$ cat src/verilog/osc_defs.svh
// register map, field positions and reset values of the oscillator block
`ifndef OSC_DEFS_SVH
`define OSC_DEFS_SVH

// ----------------------------------------------------------------
// register offsets
// ----------------------------------------------------------------
`define MOR_OFFSET        8'h20
`define MEAS_OFFSET       8'h24
`define IRQ_STATUS_OFFSET 8'h28
`define IRQ_MASK_OFFSET   8'h2C

// ----------------------------------------------------------------
// main oscillator control fields
// ----------------------------------------------------------------
`define MOR_RESET         32'h0000_0008
`define MOR_STORE_MASK    32'h0700_FF7F
`define KEY_MSB           23
`define KEY_LSB           16
`define KEY_VALUE         8'h37
`define BIT_SLOW_MON      26
`define BIT_CFD_EN        25
`define BIT_MAIN_SEL      24
`define STARTUP_MSB       15
`define STARTUP_LSB       8
`define RCF_MSB           6
`define RCF_LSB           4
`define BIT_RC_EN         3
`define BIT_WAIT_MODE     2
`define BIT_XT_BYPASS     1
`define BIT_XT_EN         0

// ----------------------------------------------------------------
// measurement register fields
// ----------------------------------------------------------------
`define BIT_MEAS_READY    16
`define BIT_MEAS_RESTART  20
`define BIT_MEAS_SRC      24

// ----------------------------------------------------------------
// interrupt bits and timing counts
// ----------------------------------------------------------------
`define IRQ_WIDTH         2
`define EV_MEAS_DONE      0
`define EV_WRITE_REJECT   1
`define SLOW_PERIODS      16
`define COUNT_WIDTH       16

`endif

$ cat src/verilog/osc_pkg.sv
// types shared by the oscillator control modules
package osc_pkg;

  // measurement sequence, gray coded along idle-arm-count-done
  typedef enum logic [1:0] {
    MEAS_IDLE  = 2'b00,
    MEAS_ARM   = 2'b01,
    MEAS_COUNT = 2'b11,
    MEAS_DONE  = 2'b10
  } meas_state_t;

  typedef logic [31:0] word_t;

endpackage

$ cat src/verilog/edge_if.sv
// carrier for rising-edge pulses of the sampled clock inputs
`timescale 1ns/100ps
interface edge_if #(parameter int N = 3);
  logic [N-1:0] rise;
  modport src (output rise);
  modport dst (input rise);
endinterface

$ cat src/verilog/edge_pulse.sv
// rising-edge detector for slow, synchronously sampled clock inputs
`timescale 1ns/100ps
module edge_pulse #(
  parameter int N = 3
) (
  input  logic         core_clk,
  input  logic         rst,
  input  logic [N-1:0] level,
  edge_if.src          edges
);

  logic [N-1:0] prev;

  // ----------------------------------------------------------------
  // one detector per input
  // ----------------------------------------------------------------
  genvar i;
  generate
    for (i = 0; i < N; i++) begin : g_det
      // registered one-cycle pulse on each rising level
      always_ff @(posedge core_clk or posedge rst) begin
        if (rst) begin
          prev[i]       <= 1'b0;
          edges.rise[i] <= 1'b0;
        end else begin
          prev[i]       <= level[i];
          edges.rise[i] <= level[i] & ~prev[i];
        end
      end
    end
  endgenerate

endmodule

$ cat src/verilog/irq_status.sv
// sticky event status with read-to-clear and masked level interrupt
`timescale 1ns/100ps
module irq_status #(
  parameter int W = 2
) (
  input  logic         core_clk,
  input  logic         rst,
  input  logic [W-1:0] event_in,
  input  logic         clear,
  input  logic [W-1:0] mask,
  output logic [W-1:0] status,
  output logic         irq
);

  logic [W-1:0] next_status;

  // set beats clear: an event in the clearing cycle survives
  always_comb begin
    next_status = (clear ? {W{1'b0}} : status) | event_in;
  end

  // status flops and registered interrupt level
  always_ff @(posedge core_clk or posedge rst) begin
    if (rst) begin
      status <= {W{1'b0}};
      irq    <= 1'b0;
    end else begin
      status <= next_status;
      irq    <= |(next_status & mask);
    end
  end

endmodule

$ cat src/verilog/main_osc_ctrl_freq_meter.sv
// main oscillator control register and frequency meter
//
// How it works
// - writes to the control register are dropped while write protection is on
// - a control write needs key 0x37 in bits 23:16, else it is aborted
// - bit 26 enables frequency monitoring of the 32.768 kHz crystal
// - bit 25 switches the clock failure detector on or off
// - bit 24 selects main clock, RC oscillator at zero, crystal at one
// - ready reads zero when count invalid, oscillator off, or just restarted
// - ready reads one once oscillator enabled and a finished count exists
// - count holds selected clock cycles within 16 slow clock periods
`timescale 1ns/100ps
`include "osc_defs.svh"
module main_osc_ctrl_freq_meter
  import osc_pkg::*;
#(
  parameter int COUNT_W      = `COUNT_WIDTH,
  parameter int SLOW_PERIODS = `SLOW_PERIODS
) (
  input  logic        core_clk,
  input  logic        rst,
  input  logic [7:0]  reg_addr,
  input  logic [31:0] reg_wdata,
  input  logic        reg_write,
  input  logic        reg_read,
  output logic [31:0] reg_rdata,
  input  logic        write_protect_enable,
  input  logic        slow_clock,
  input  logic        rc_osc_clk,
  input  logic        xtal_osc_clk,
  output logic        rc_oscillator_enable,
  output logic        xtal_oscillator_enable,
  output logic        xtal_bypass,
  output logic        wait_mode,
  output logic [2:0]  rc_freq_select,
  output logic [7:0]  xtal_startup_time,
  output logic        main_source_select,
  output logic        clock_failure_detect_en,
  output logic        slow_crystal_freq_monitor_en,
  output logic        irq
);

  localparam int SW = (SLOW_PERIODS > 1) ? $clog2(SLOW_PERIODS) : 1;
  localparam logic [SW-1:0] LAST_PERIOD = SW'(SLOW_PERIODS - 1);
  localparam logic [COUNT_W-1:0] COUNT_MAX = {COUNT_W{1'b1}};

  // ----------------------------------------------------------------
  // elaboration checks
  // ----------------------------------------------------------------
  generate
    if (COUNT_W < 1 || COUNT_W > 16) begin : g_bad_count
      $error("count width must lie between 1 and 16");
    end
    if (SLOW_PERIODS < 1 || SLOW_PERIODS > 256) begin : g_bad_periods
      $error("slow period count must lie between 1 and 256");
    end
  endgenerate

  // ----------------------------------------------------------------
  // decode helpers
  // ----------------------------------------------------------------
  // true when the access hits the given offset
  function automatic logic hit(input logic [7:0] a,
                               input logic [7:0] off);
    hit = (a == off);
  endfunction

  // ----------------------------------------------------------------
  // storage
  // ----------------------------------------------------------------
  logic [31:0]          mor;          // stored control fields
  logic                 meas_src;     // counter source select
  logic [`IRQ_WIDTH-1:0] irq_mask;
  logic [`IRQ_WIDTH-1:0] irq_stat;
  logic [`IRQ_WIDTH-1:0] irq_events;
  meas_state_t          state;
  logic [SW-1:0]        slow_cnt;
  logic [COUNT_W-1:0]   run_cnt;
  logic [COUNT_W-1:0]   count;
  logic                 ready;
  logic                 osc_on_q;
  logic                 done_pulse;
  logic                 reject_pulse;

  // ----------------------------------------------------------------
  // access qualifiers
  // ----------------------------------------------------------------
  logic mor_wr;
  logic key_ok;
  logic mor_accept;
  logic meas_wr;
  logic mask_wr;
  logic stat_rd;
  logic restart_req;
  logic osc_on;
  logic start;
  logic sel_rise;
  logic slow_rise;

  edge_if #(.N(3)) edges ();

  assign mor_wr  = reg_write & hit(reg_addr, `MOR_OFFSET);
  assign meas_wr = reg_write & hit(reg_addr, `MEAS_OFFSET);
  assign mask_wr = reg_write & hit(reg_addr, `IRQ_MASK_OFFSET);
  assign stat_rd = reg_read  & hit(reg_addr, `IRQ_STATUS_OFFSET);

  assign key_ok = (reg_wdata[`KEY_MSB:`KEY_LSB] == `KEY_VALUE);

  assign mor_accept = mor_wr & key_ok & ~write_protect_enable;

  assign restart_req = meas_wr & reg_wdata[`BIT_MEAS_RESTART];

  // ----------------------------------------------------------------
  // control register
  // ----------------------------------------------------------------
  // reset value
  always_ff @(posedge core_clk or posedge rst) begin
    if (rst) begin
      mor <= `MOR_RESET;
    end else if (mor_accept) begin
      // key is never stored, it reads back as zero
      mor <= reg_wdata & `MOR_STORE_MASK;
    end
  end

  // rejected writes raise an event for software
  always_ff @(posedge core_clk or posedge rst) begin
    if (rst) begin
      reject_pulse <= 1'b0;
    end else begin
      reject_pulse <= mor_wr & ~mor_accept;
    end
  end

  // ----------------------------------------------------------------
  // oscillator control outputs
  // ----------------------------------------------------------------
  // slow crystal monitor enable
  assign slow_crystal_freq_monitor_en = mor[`BIT_SLOW_MON];
  assign clock_failure_detect_en = mor[`BIT_CFD_EN];
  assign main_source_select = mor[`BIT_MAIN_SEL];

  assign rc_oscillator_enable   = mor[`BIT_RC_EN];
  assign xtal_oscillator_enable = mor[`BIT_XT_EN];
  assign xtal_bypass            = mor[`BIT_XT_BYPASS];
  assign wait_mode              = mor[`BIT_WAIT_MODE];
  assign rc_freq_select         = mor[`RCF_MSB:`RCF_LSB];
  assign xtal_startup_time      = mor[`STARTUP_MSB:`STARTUP_LSB];

  // ----------------------------------------------------------------
  // measurement and mask registers
  // ----------------------------------------------------------------
  // source of the counted clock
  always_ff @(posedge core_clk or posedge rst) begin
    if (rst) begin
      meas_src <= 1'b0;
    end else if (meas_wr) begin
      meas_src <= reg_wdata[`BIT_MEAS_SRC];
    end
  end

  // interrupt mask
  always_ff @(posedge core_clk or posedge rst) begin
    if (rst) begin
      irq_mask <= '0;
    end else if (mask_wr) begin
      irq_mask <= reg_wdata[`IRQ_WIDTH-1:0];
    end
  end

  // ----------------------------------------------------------------
  // edge detection of the sampled clocks
  // ----------------------------------------------------------------
  edge_pulse #(.N(3)) u_edges (
    .core_clk (core_clk),
    .rst      (rst),
    .level    ({xtal_osc_clk, rc_osc_clk, slow_clock}),
    .edges    (edges.src)
  );

  assign slow_rise = edges.rise[0];
  assign sel_rise  = meas_src ? edges.rise[2] : edges.rise[1];

  // measured oscillator is running when its enable is set
  assign osc_on = meas_src ? mor[`BIT_XT_EN] : mor[`BIT_RC_EN];

  // a restart or a fresh enable starts a new measurement
  assign start = osc_on & (restart_req | ~osc_on_q);

  always_ff @(posedge core_clk or posedge rst) begin
    if (rst) begin
      osc_on_q <= 1'b0;
    end else begin
      osc_on_q <= osc_on;
    end
  end

  // ----------------------------------------------------------------
  // measurement sequence
  // ----------------------------------------------------------------
  // window of slow periods
  always_ff @(posedge core_clk or posedge rst) begin
    if (rst) begin
      state    <= MEAS_IDLE;
      slow_cnt <= '0;
    end else if (!osc_on) begin
      state    <= MEAS_IDLE;
      slow_cnt <= '0;
    end else if (start) begin
      state    <= MEAS_ARM;
      slow_cnt <= '0;
    end else begin
      case (state)
        MEAS_ARM: begin
          // window opens on a slow edge
          if (slow_rise) begin
            state <= MEAS_COUNT;
          end
        end
        MEAS_COUNT: begin
          if (slow_rise) begin
            if (slow_cnt == LAST_PERIOD) begin
              state <= MEAS_DONE;
            end else begin
              slow_cnt <= slow_cnt + 1'b1;
            end
          end
        end
        MEAS_DONE: begin
          state <= MEAS_DONE;
        end
        default: begin
          state <= MEAS_IDLE;
        end
      endcase
    end
  end

  always_ff @(posedge core_clk or posedge rst) begin
    if (rst) begin
      run_cnt <= '0;
    end else if (state != MEAS_COUNT || start) begin
      run_cnt <= '0;
    end else if (sel_rise && run_cnt != COUNT_MAX) begin
      run_cnt <= run_cnt + 1'b1;
    end
  end

  // completion of the window
  logic window_end;
  assign window_end = osc_on & ~start & (state == MEAS_COUNT) &
                      slow_rise & (slow_cnt == LAST_PERIOD);

  // count held stable until the next completion
  always_ff @(posedge core_clk or posedge rst) begin
    if (rst) begin
      count <= '0;
    end else if (window_end) begin
      if (sel_rise && run_cnt != COUNT_MAX) begin
        count <= run_cnt + 1'b1;
      end else begin
        count <= run_cnt;
      end
    end
  end

  // ready cleared on restart or disable
  // ready set on a finished count
  always_ff @(posedge core_clk or posedge rst) begin
    if (rst) begin
      ready <= 1'b0;
    end else if (!osc_on || start) begin
      ready <= 1'b0;
    end else if (window_end) begin
      ready <= 1'b1;
    end
  end

  always_ff @(posedge core_clk or posedge rst) begin
    if (rst) begin
      done_pulse <= 1'b0;
    end else begin
      done_pulse <= window_end;
    end
  end

  // ----------------------------------------------------------------
  // interrupt status
  // ----------------------------------------------------------------
  always_comb begin
    irq_events = '0;
    irq_events[`EV_MEAS_DONE]    = done_pulse;
    irq_events[`EV_WRITE_REJECT] = reject_pulse;
  end

  irq_status #(.W(`IRQ_WIDTH)) u_irq (
    .core_clk (core_clk),
    .rst      (rst),
    .event_in (irq_events),
    .clear    (stat_rd),
    .mask     (irq_mask),
    .status   (irq_stat),
    .irq      (irq)
  );

  // ----------------------------------------------------------------
  // read path
  // ----------------------------------------------------------------
  word_t next_rdata;

  // read data valid only in the cycle after the strobe
  always_comb begin
    next_rdata = '0;
    if (reg_read) begin
      case (reg_addr)
        `MOR_OFFSET: begin
          next_rdata = mor;
        end
        `MEAS_OFFSET: begin
          next_rdata[COUNT_W-1:0]      = count;
          next_rdata[`BIT_MEAS_READY] = ready;
          next_rdata[`BIT_MEAS_SRC]   = meas_src;
        end
        `IRQ_STATUS_OFFSET: begin
          next_rdata[`IRQ_WIDTH-1:0] = irq_stat;
        end
        `IRQ_MASK_OFFSET: begin
          next_rdata[`IRQ_WIDTH-1:0] = irq_mask;
        end
        default: begin
          next_rdata = '0;
        end
      endcase
    end
  end

  always_ff @(posedge core_clk or posedge rst) begin
    if (rst) begin
      reg_rdata <= '0;
    end else begin
      reg_rdata <= next_rdata;
    end
  end

endmodule

$ cat config.mk
export PLATFORM = sky130hd
export DESIGN_NAME = main_osc_ctrl_freq_meter
export DESIGN_NICKNAME = d
export VERILOG_FILES = /design/src/verilog/osc_pkg.sv /design/src/verilog/edge_if.sv /design/src/verilog/edge_pulse.sv /design/src/verilog/irq_status.sv /design/src/verilog/main_osc_ctrl_freq_meter.sv
export VERILOG_INCLUDE_DIRS = /design/src /design/src/verilog
export SDC_FILE = /design/constraint.sdc
export NUM_CORES = 1
export LEC_CHECK = 0
export ABC_AREA = 1
export BUFFER_PORTS_ARGS = -buffer_cell sky130_fd_sc_hd__clkbuf_2
export CAP_MARGIN = 20
export CORE_MARGIN = 8
export CORE_UTILIZATION = 29
export DETAILED_ROUTE_END_ITERATION = 8
export REMOVE_ABC_BUFFERS = 1
export SKIP_CTS_REPAIR_TIMING = 1
export SLEW_MARGIN = 20
export SYNTH_ARGS = -nofsm -noshare
export SYNTH_HDL_FRONTEND = slang
export SYNTH_SLANG_ARGS = --single-unit
$ cat constraint.sdc
create_clock -name core_clk -period 6.6 [get_ports core_clk]
set_clock_uncertainty 0.05 [all_clocks]
set_input_delay 1.32 -clock core_clk [delete_from_list [all_inputs] [get_ports core_clk]]
set_output_delay 1.32 -clock core_clk [all_outputs]
set_load 0.01 [all_outputs]
==> insert_results.sql <==
INSERT INTO impl_metrics (metric_group, metric, value, unit) VALUES
('die', 'floorplan.die_area', '0.0190', 'mm²'),
('min_path', 'worst_hold_path_type', 'flop to flop', ''),
('place', 'placement.io_buffers', '80', ''),
('sta', 'fmax', '379', 'MHz'),
('final_layout', 'fin_nets', '620', ''),
('final_layout', 'area_growth_syn_to_layout', '19.1', '%'),
('clock_network', 'path_clk_slew', '0.06', 'ns'),
('final_layout', 'layout_commonest_cell', 'nand2_1', ''),
('setup_path', 'critPathBufInv', '2', ''),
('status', 'status', 'completed', ''),
('power_and_ir_drop', 'powerDensity', '255', 'mW/mm²'),
('clock_network', 'htreeDepth', '3', ''),
('synth', 'number_of_standard_cells_after_synthesis', '489', ''),
('power_and_ir_drop', 'power.ir.vdd_worst', '116', 'µV'),
('setup_path', 'path_max_fanout', '16', ''),
('clock_network', 'cts-root-to-sink-buffers', '2', ''),
('global_route', 'grt_util_all_layers', '0.107', ''),
('setup_path', 'critical_path.endpoint_type', 'flop', ''),
('synth', 'average_instance_area_after_synthesis', '8.79', 'µm²'),
('final_layout', 'layout.filler_cells', '1526', ''),
('power_and_ir_drop', 'static-leakage-power', '2.59', 'nW'),
('drt', 'dr.first_iter.drc_count', '164', ''),
('sta', 'rsz_0062_raised_after_global_routing', 'no', ''),
('global_route', 'grt_first_pass_wirelength', '16.0', 'mm'),
('die', 'die_h', '138', 'µm'),
('setup_path', 'critical_path_top_delay_cell', 'nand3_1', ''),
('sta', 'worst_slew_margin_relative_to_its_limit', '0.288', ''),
('drt', 'first_pass_iters', '4', ''),
('place', 'dpl.hpwl', '7.24', 'mm'),
('synth', 'post_synthesis_register_bit_count', '92', ''),
('sta', 'finalCritPeriodShare', '0.400', ''),
('place', 'placed_cells', '743', ''),
('synth', 'sequential_element_share_of_the_synthesized_area', '0.536', ''),
('final_layout', 'post_route_cells_drive_above_1_share', '0.249', ''),
('clock_network', 'cts.sink_count', '92', ''),
('sta', 'timing.final.setup_violations', '0', ''),
('run', 'maxcap_viol_count', '0', ''),
('synth', 'yosys_warnings', '0', ''),
('setup_path', 'worst_setup_sp_type', 'primary input', ''),
('die', 'fp_rows', '44', ''),
('global_route', 'first_global_vias', '3410', ''),
('setup_path', 'critical_path_class', 'primary input to flop', ''),
('synth', 'synthFlopType', 'dfrtp_1', ''),
('synth', 'synth_enable_flop_cells', '0', ''),
('synth', 'yosys.cell_types.count', '36', ''),
('sta', 'max_slew.worst_pin.slew', '1.07', 'ns'),
('clock_network', 'clock_latency_reported_for_the_late_side_of_the_worst_skew_pair', '0.34', 'ns'),
('global_route', 'maximum_number_of_pins_on_one_net_before_global_route_repair', '55', ''),
('synth', 'post-synth-top-area-fraction', '0.530', ''),
('sta', 'period_needed', '2.64', 'ns'),
('clock_network', 'cts_buffers', '9', ''),
('setup_path', 'crit_chain', 'clkbuf_2, inv_2, nand2_1, nor2_2, nand3_1, o22ai_1', ''),
('place', 'finalWeightedCongestion', '0.835', ''),
('sta', 'holdWs', '0.339', 'ns'),
('clock_network', 'cts.root.buffer_cell', 'clkbuf_16', ''),
('synth', 'netlist_top_cells_area', 'dfrtp_1 53%, nand2_1 8.5%, inv_1 5.8%', ''),
('global_route', 'grt_antenna_before_repair', '0', ''),
('sta', 'finalSetupTns', '0', 'ns'),
('synth', 'synth.cell_area', '0.00430', 'mm²'),
('sta', 'final_hold_viol_count', '0', ''),
('die', 'core_area', '0.0145', 'mm²'),
('final_layout', 'antenna_diodes', '0', ''),
('die', 'die_width', '138', 'µm'),
('final_layout', 'final_cell_mix', '97 x nand2_1, 91 x dfrtp_1, 80 x clkbuf_2', ''),
('drt', 'via_count', '3348', ''),
('drt', 'final_antenna_net_count', '0', ''),
('final_layout', 'register_area', '0.00230', 'mm²'),
('synth', 'proportion_of_register_bits_with_asynchronous_set_or_reset_after_synthesis', '1.00', ''),
('drt', 'avg_wl_per_cell', '13.0', 'µm'),
('final_layout', 'area_of_the_multi_input_gates', '0.00161', 'mm²'),
('drt', 'vias_per_cell', '4.41', ''),
('setup_path', 'crit_required', '6.78', 'ns'),
('setup_path', 'critPathArrivalTime', '2.82', 'ns'),
('clock_network', 'tritoncts', 'done', ''),
('drt', 'drcViolationCount', '0', ''),
('final_layout', 'final_instance_count_without_filler_cells', '759', ''),
('die', 'initial_core_util', '0.296', ''),
('drt', 'sum_of_routed_wire_length_over_all_layers', '9.86', 'mm'),
('synth', 'synthDominantAreaCellType', 'dfrtp_1', ''),
('sta', 'slew_violations', '0', ''),
('global_route', 'globalRoute.totalOverflow', '0', ''),
('die', 'io_count', '99', ''),
('setup_path', 'crit_family', 'simple AND/OR/NAND/NOR gates', ''),
('setup_path', 'critPathMaxStageDelay', '0.64', 'ns');
worst paths after layout:
check	slack (ns)	endpoint	cells past startpoint	start
setup / recovery	3.96	reg_rdata[24]$_DFF_PP0_	6	reg_addr[3]
hold / removal	0.34	u_edges.edges.rise[1]$_DFF_PP0_	1	u_edges.prev[1]$_DFF_PP0_
setup reg to reg	4.23	count[9]$_DFFE_PP0P_	10	run_cnt[0]$_DFF_PP0_
hold reg to reg	0.34	u_edges.edges.rise[1]$_DFF_PP0_	1	u_edges.prev[1]$_DFF_PP0_
max in group asynchronous	4.50	reg_rdata[10]$_DFF_PP0_	3	rst
min in group asynchronous	0.94	mor[15]$_DFFE_PP0P_	2	rst
registers in the layout, summed over array words and instances (netlist names), 2 cells and up:
register,flops
reg_rdata,20
mor,18
count,16
run_cnt,16
slow_cnt,4
u_edges.edges.rise,3
u_edges.prev,3
irq_mask,2
state,2
u_irq.status,2
area by class of cell:
class | count | share of cell area
tap | 184 | 0.0449
timing repair buffer | 81 | 0.0796
sequential | 92 | 0.450
inverter | 70 | 0.0518
clock inverter | 4 | 0.0144
multi-input combinational | 316 | 0.314
clock buffer | 12 | 0.0462
power breakdown:
group	switching [W]	internal, W	leakage, nW
combinational	0.0000931	0.0000475	1.29
clock	0.000207	0.000332	0.151
sequential	0.0000318	0.000596	1.15
total	0.000332	0.000975	2.59
routing by layer:
metal | up-vias | global-route usage | wire [µm]
met1 | 1575 | 0.125 | 4120
met2 | 69 | 0.178 | 4870
met5 | - | 0 | 0
li1 | 1691 | - | -
met3 | 13 | 0.0350 | 699
met4 | 0 | 0.0424 | 175
metrics by stage:
stage | setup WS (ns) | total power, W | instance area [µm²] | util
global route | 3.75 | 0.00137 | 5120 | 0.353
global placement | 3.67 | 0.000772 | 4810 | 0.331
detailed placement | 3.57 | 0.000780 | 4810 | 0.331
floorplan | 2.84 | 0.000731 | 4170 | -
CTS | 3.92 | 0.00133 | 5120 | 0.353
finish | 3.96 | 0.00131 | 5120 | 0.353
cells in the mapped netlist (4+ instances only):
library cell and count:
nand2_2 11, nor3_1 5, o21ai_1 4, inv_1 67, buf_4 13, nand2_1 97, o21ai_0 9, nor2_2 5
o22ai_1 15, nor2_4 5, a21oi_1 25, dfrtp_1 91, buf_2 4, nand4_1 9, o21ai_2 15, nand3_1 15
xor2_1 5, nor2_1 67
logic make-up (layout without fill, tap and decap cells):
family	count (synthesis)	after routing	synth area share
AND/OR/NAND/NOR	222	222	0.234
multiplexers	2	2	0.00524
other	1	12	0.000872
AO/OA/AOI/OAI	72	72	0.106
adder cells (fa/ha/maj)	2	2	0.00582
XOR/XNOR	6	6	0.0122
flip-flops	92	92	0.536
buffers and inverters	92	167	0.100
worst reg2reg max path, delay by kind of cell (launching register included):
kind,cells,cell delay (ns)
simple gates,8,1.45
flops,1,0.41
fa+ha+maj,1,0.30
buf+inv,1,0.11
Power figures use the tool's default switching activity.
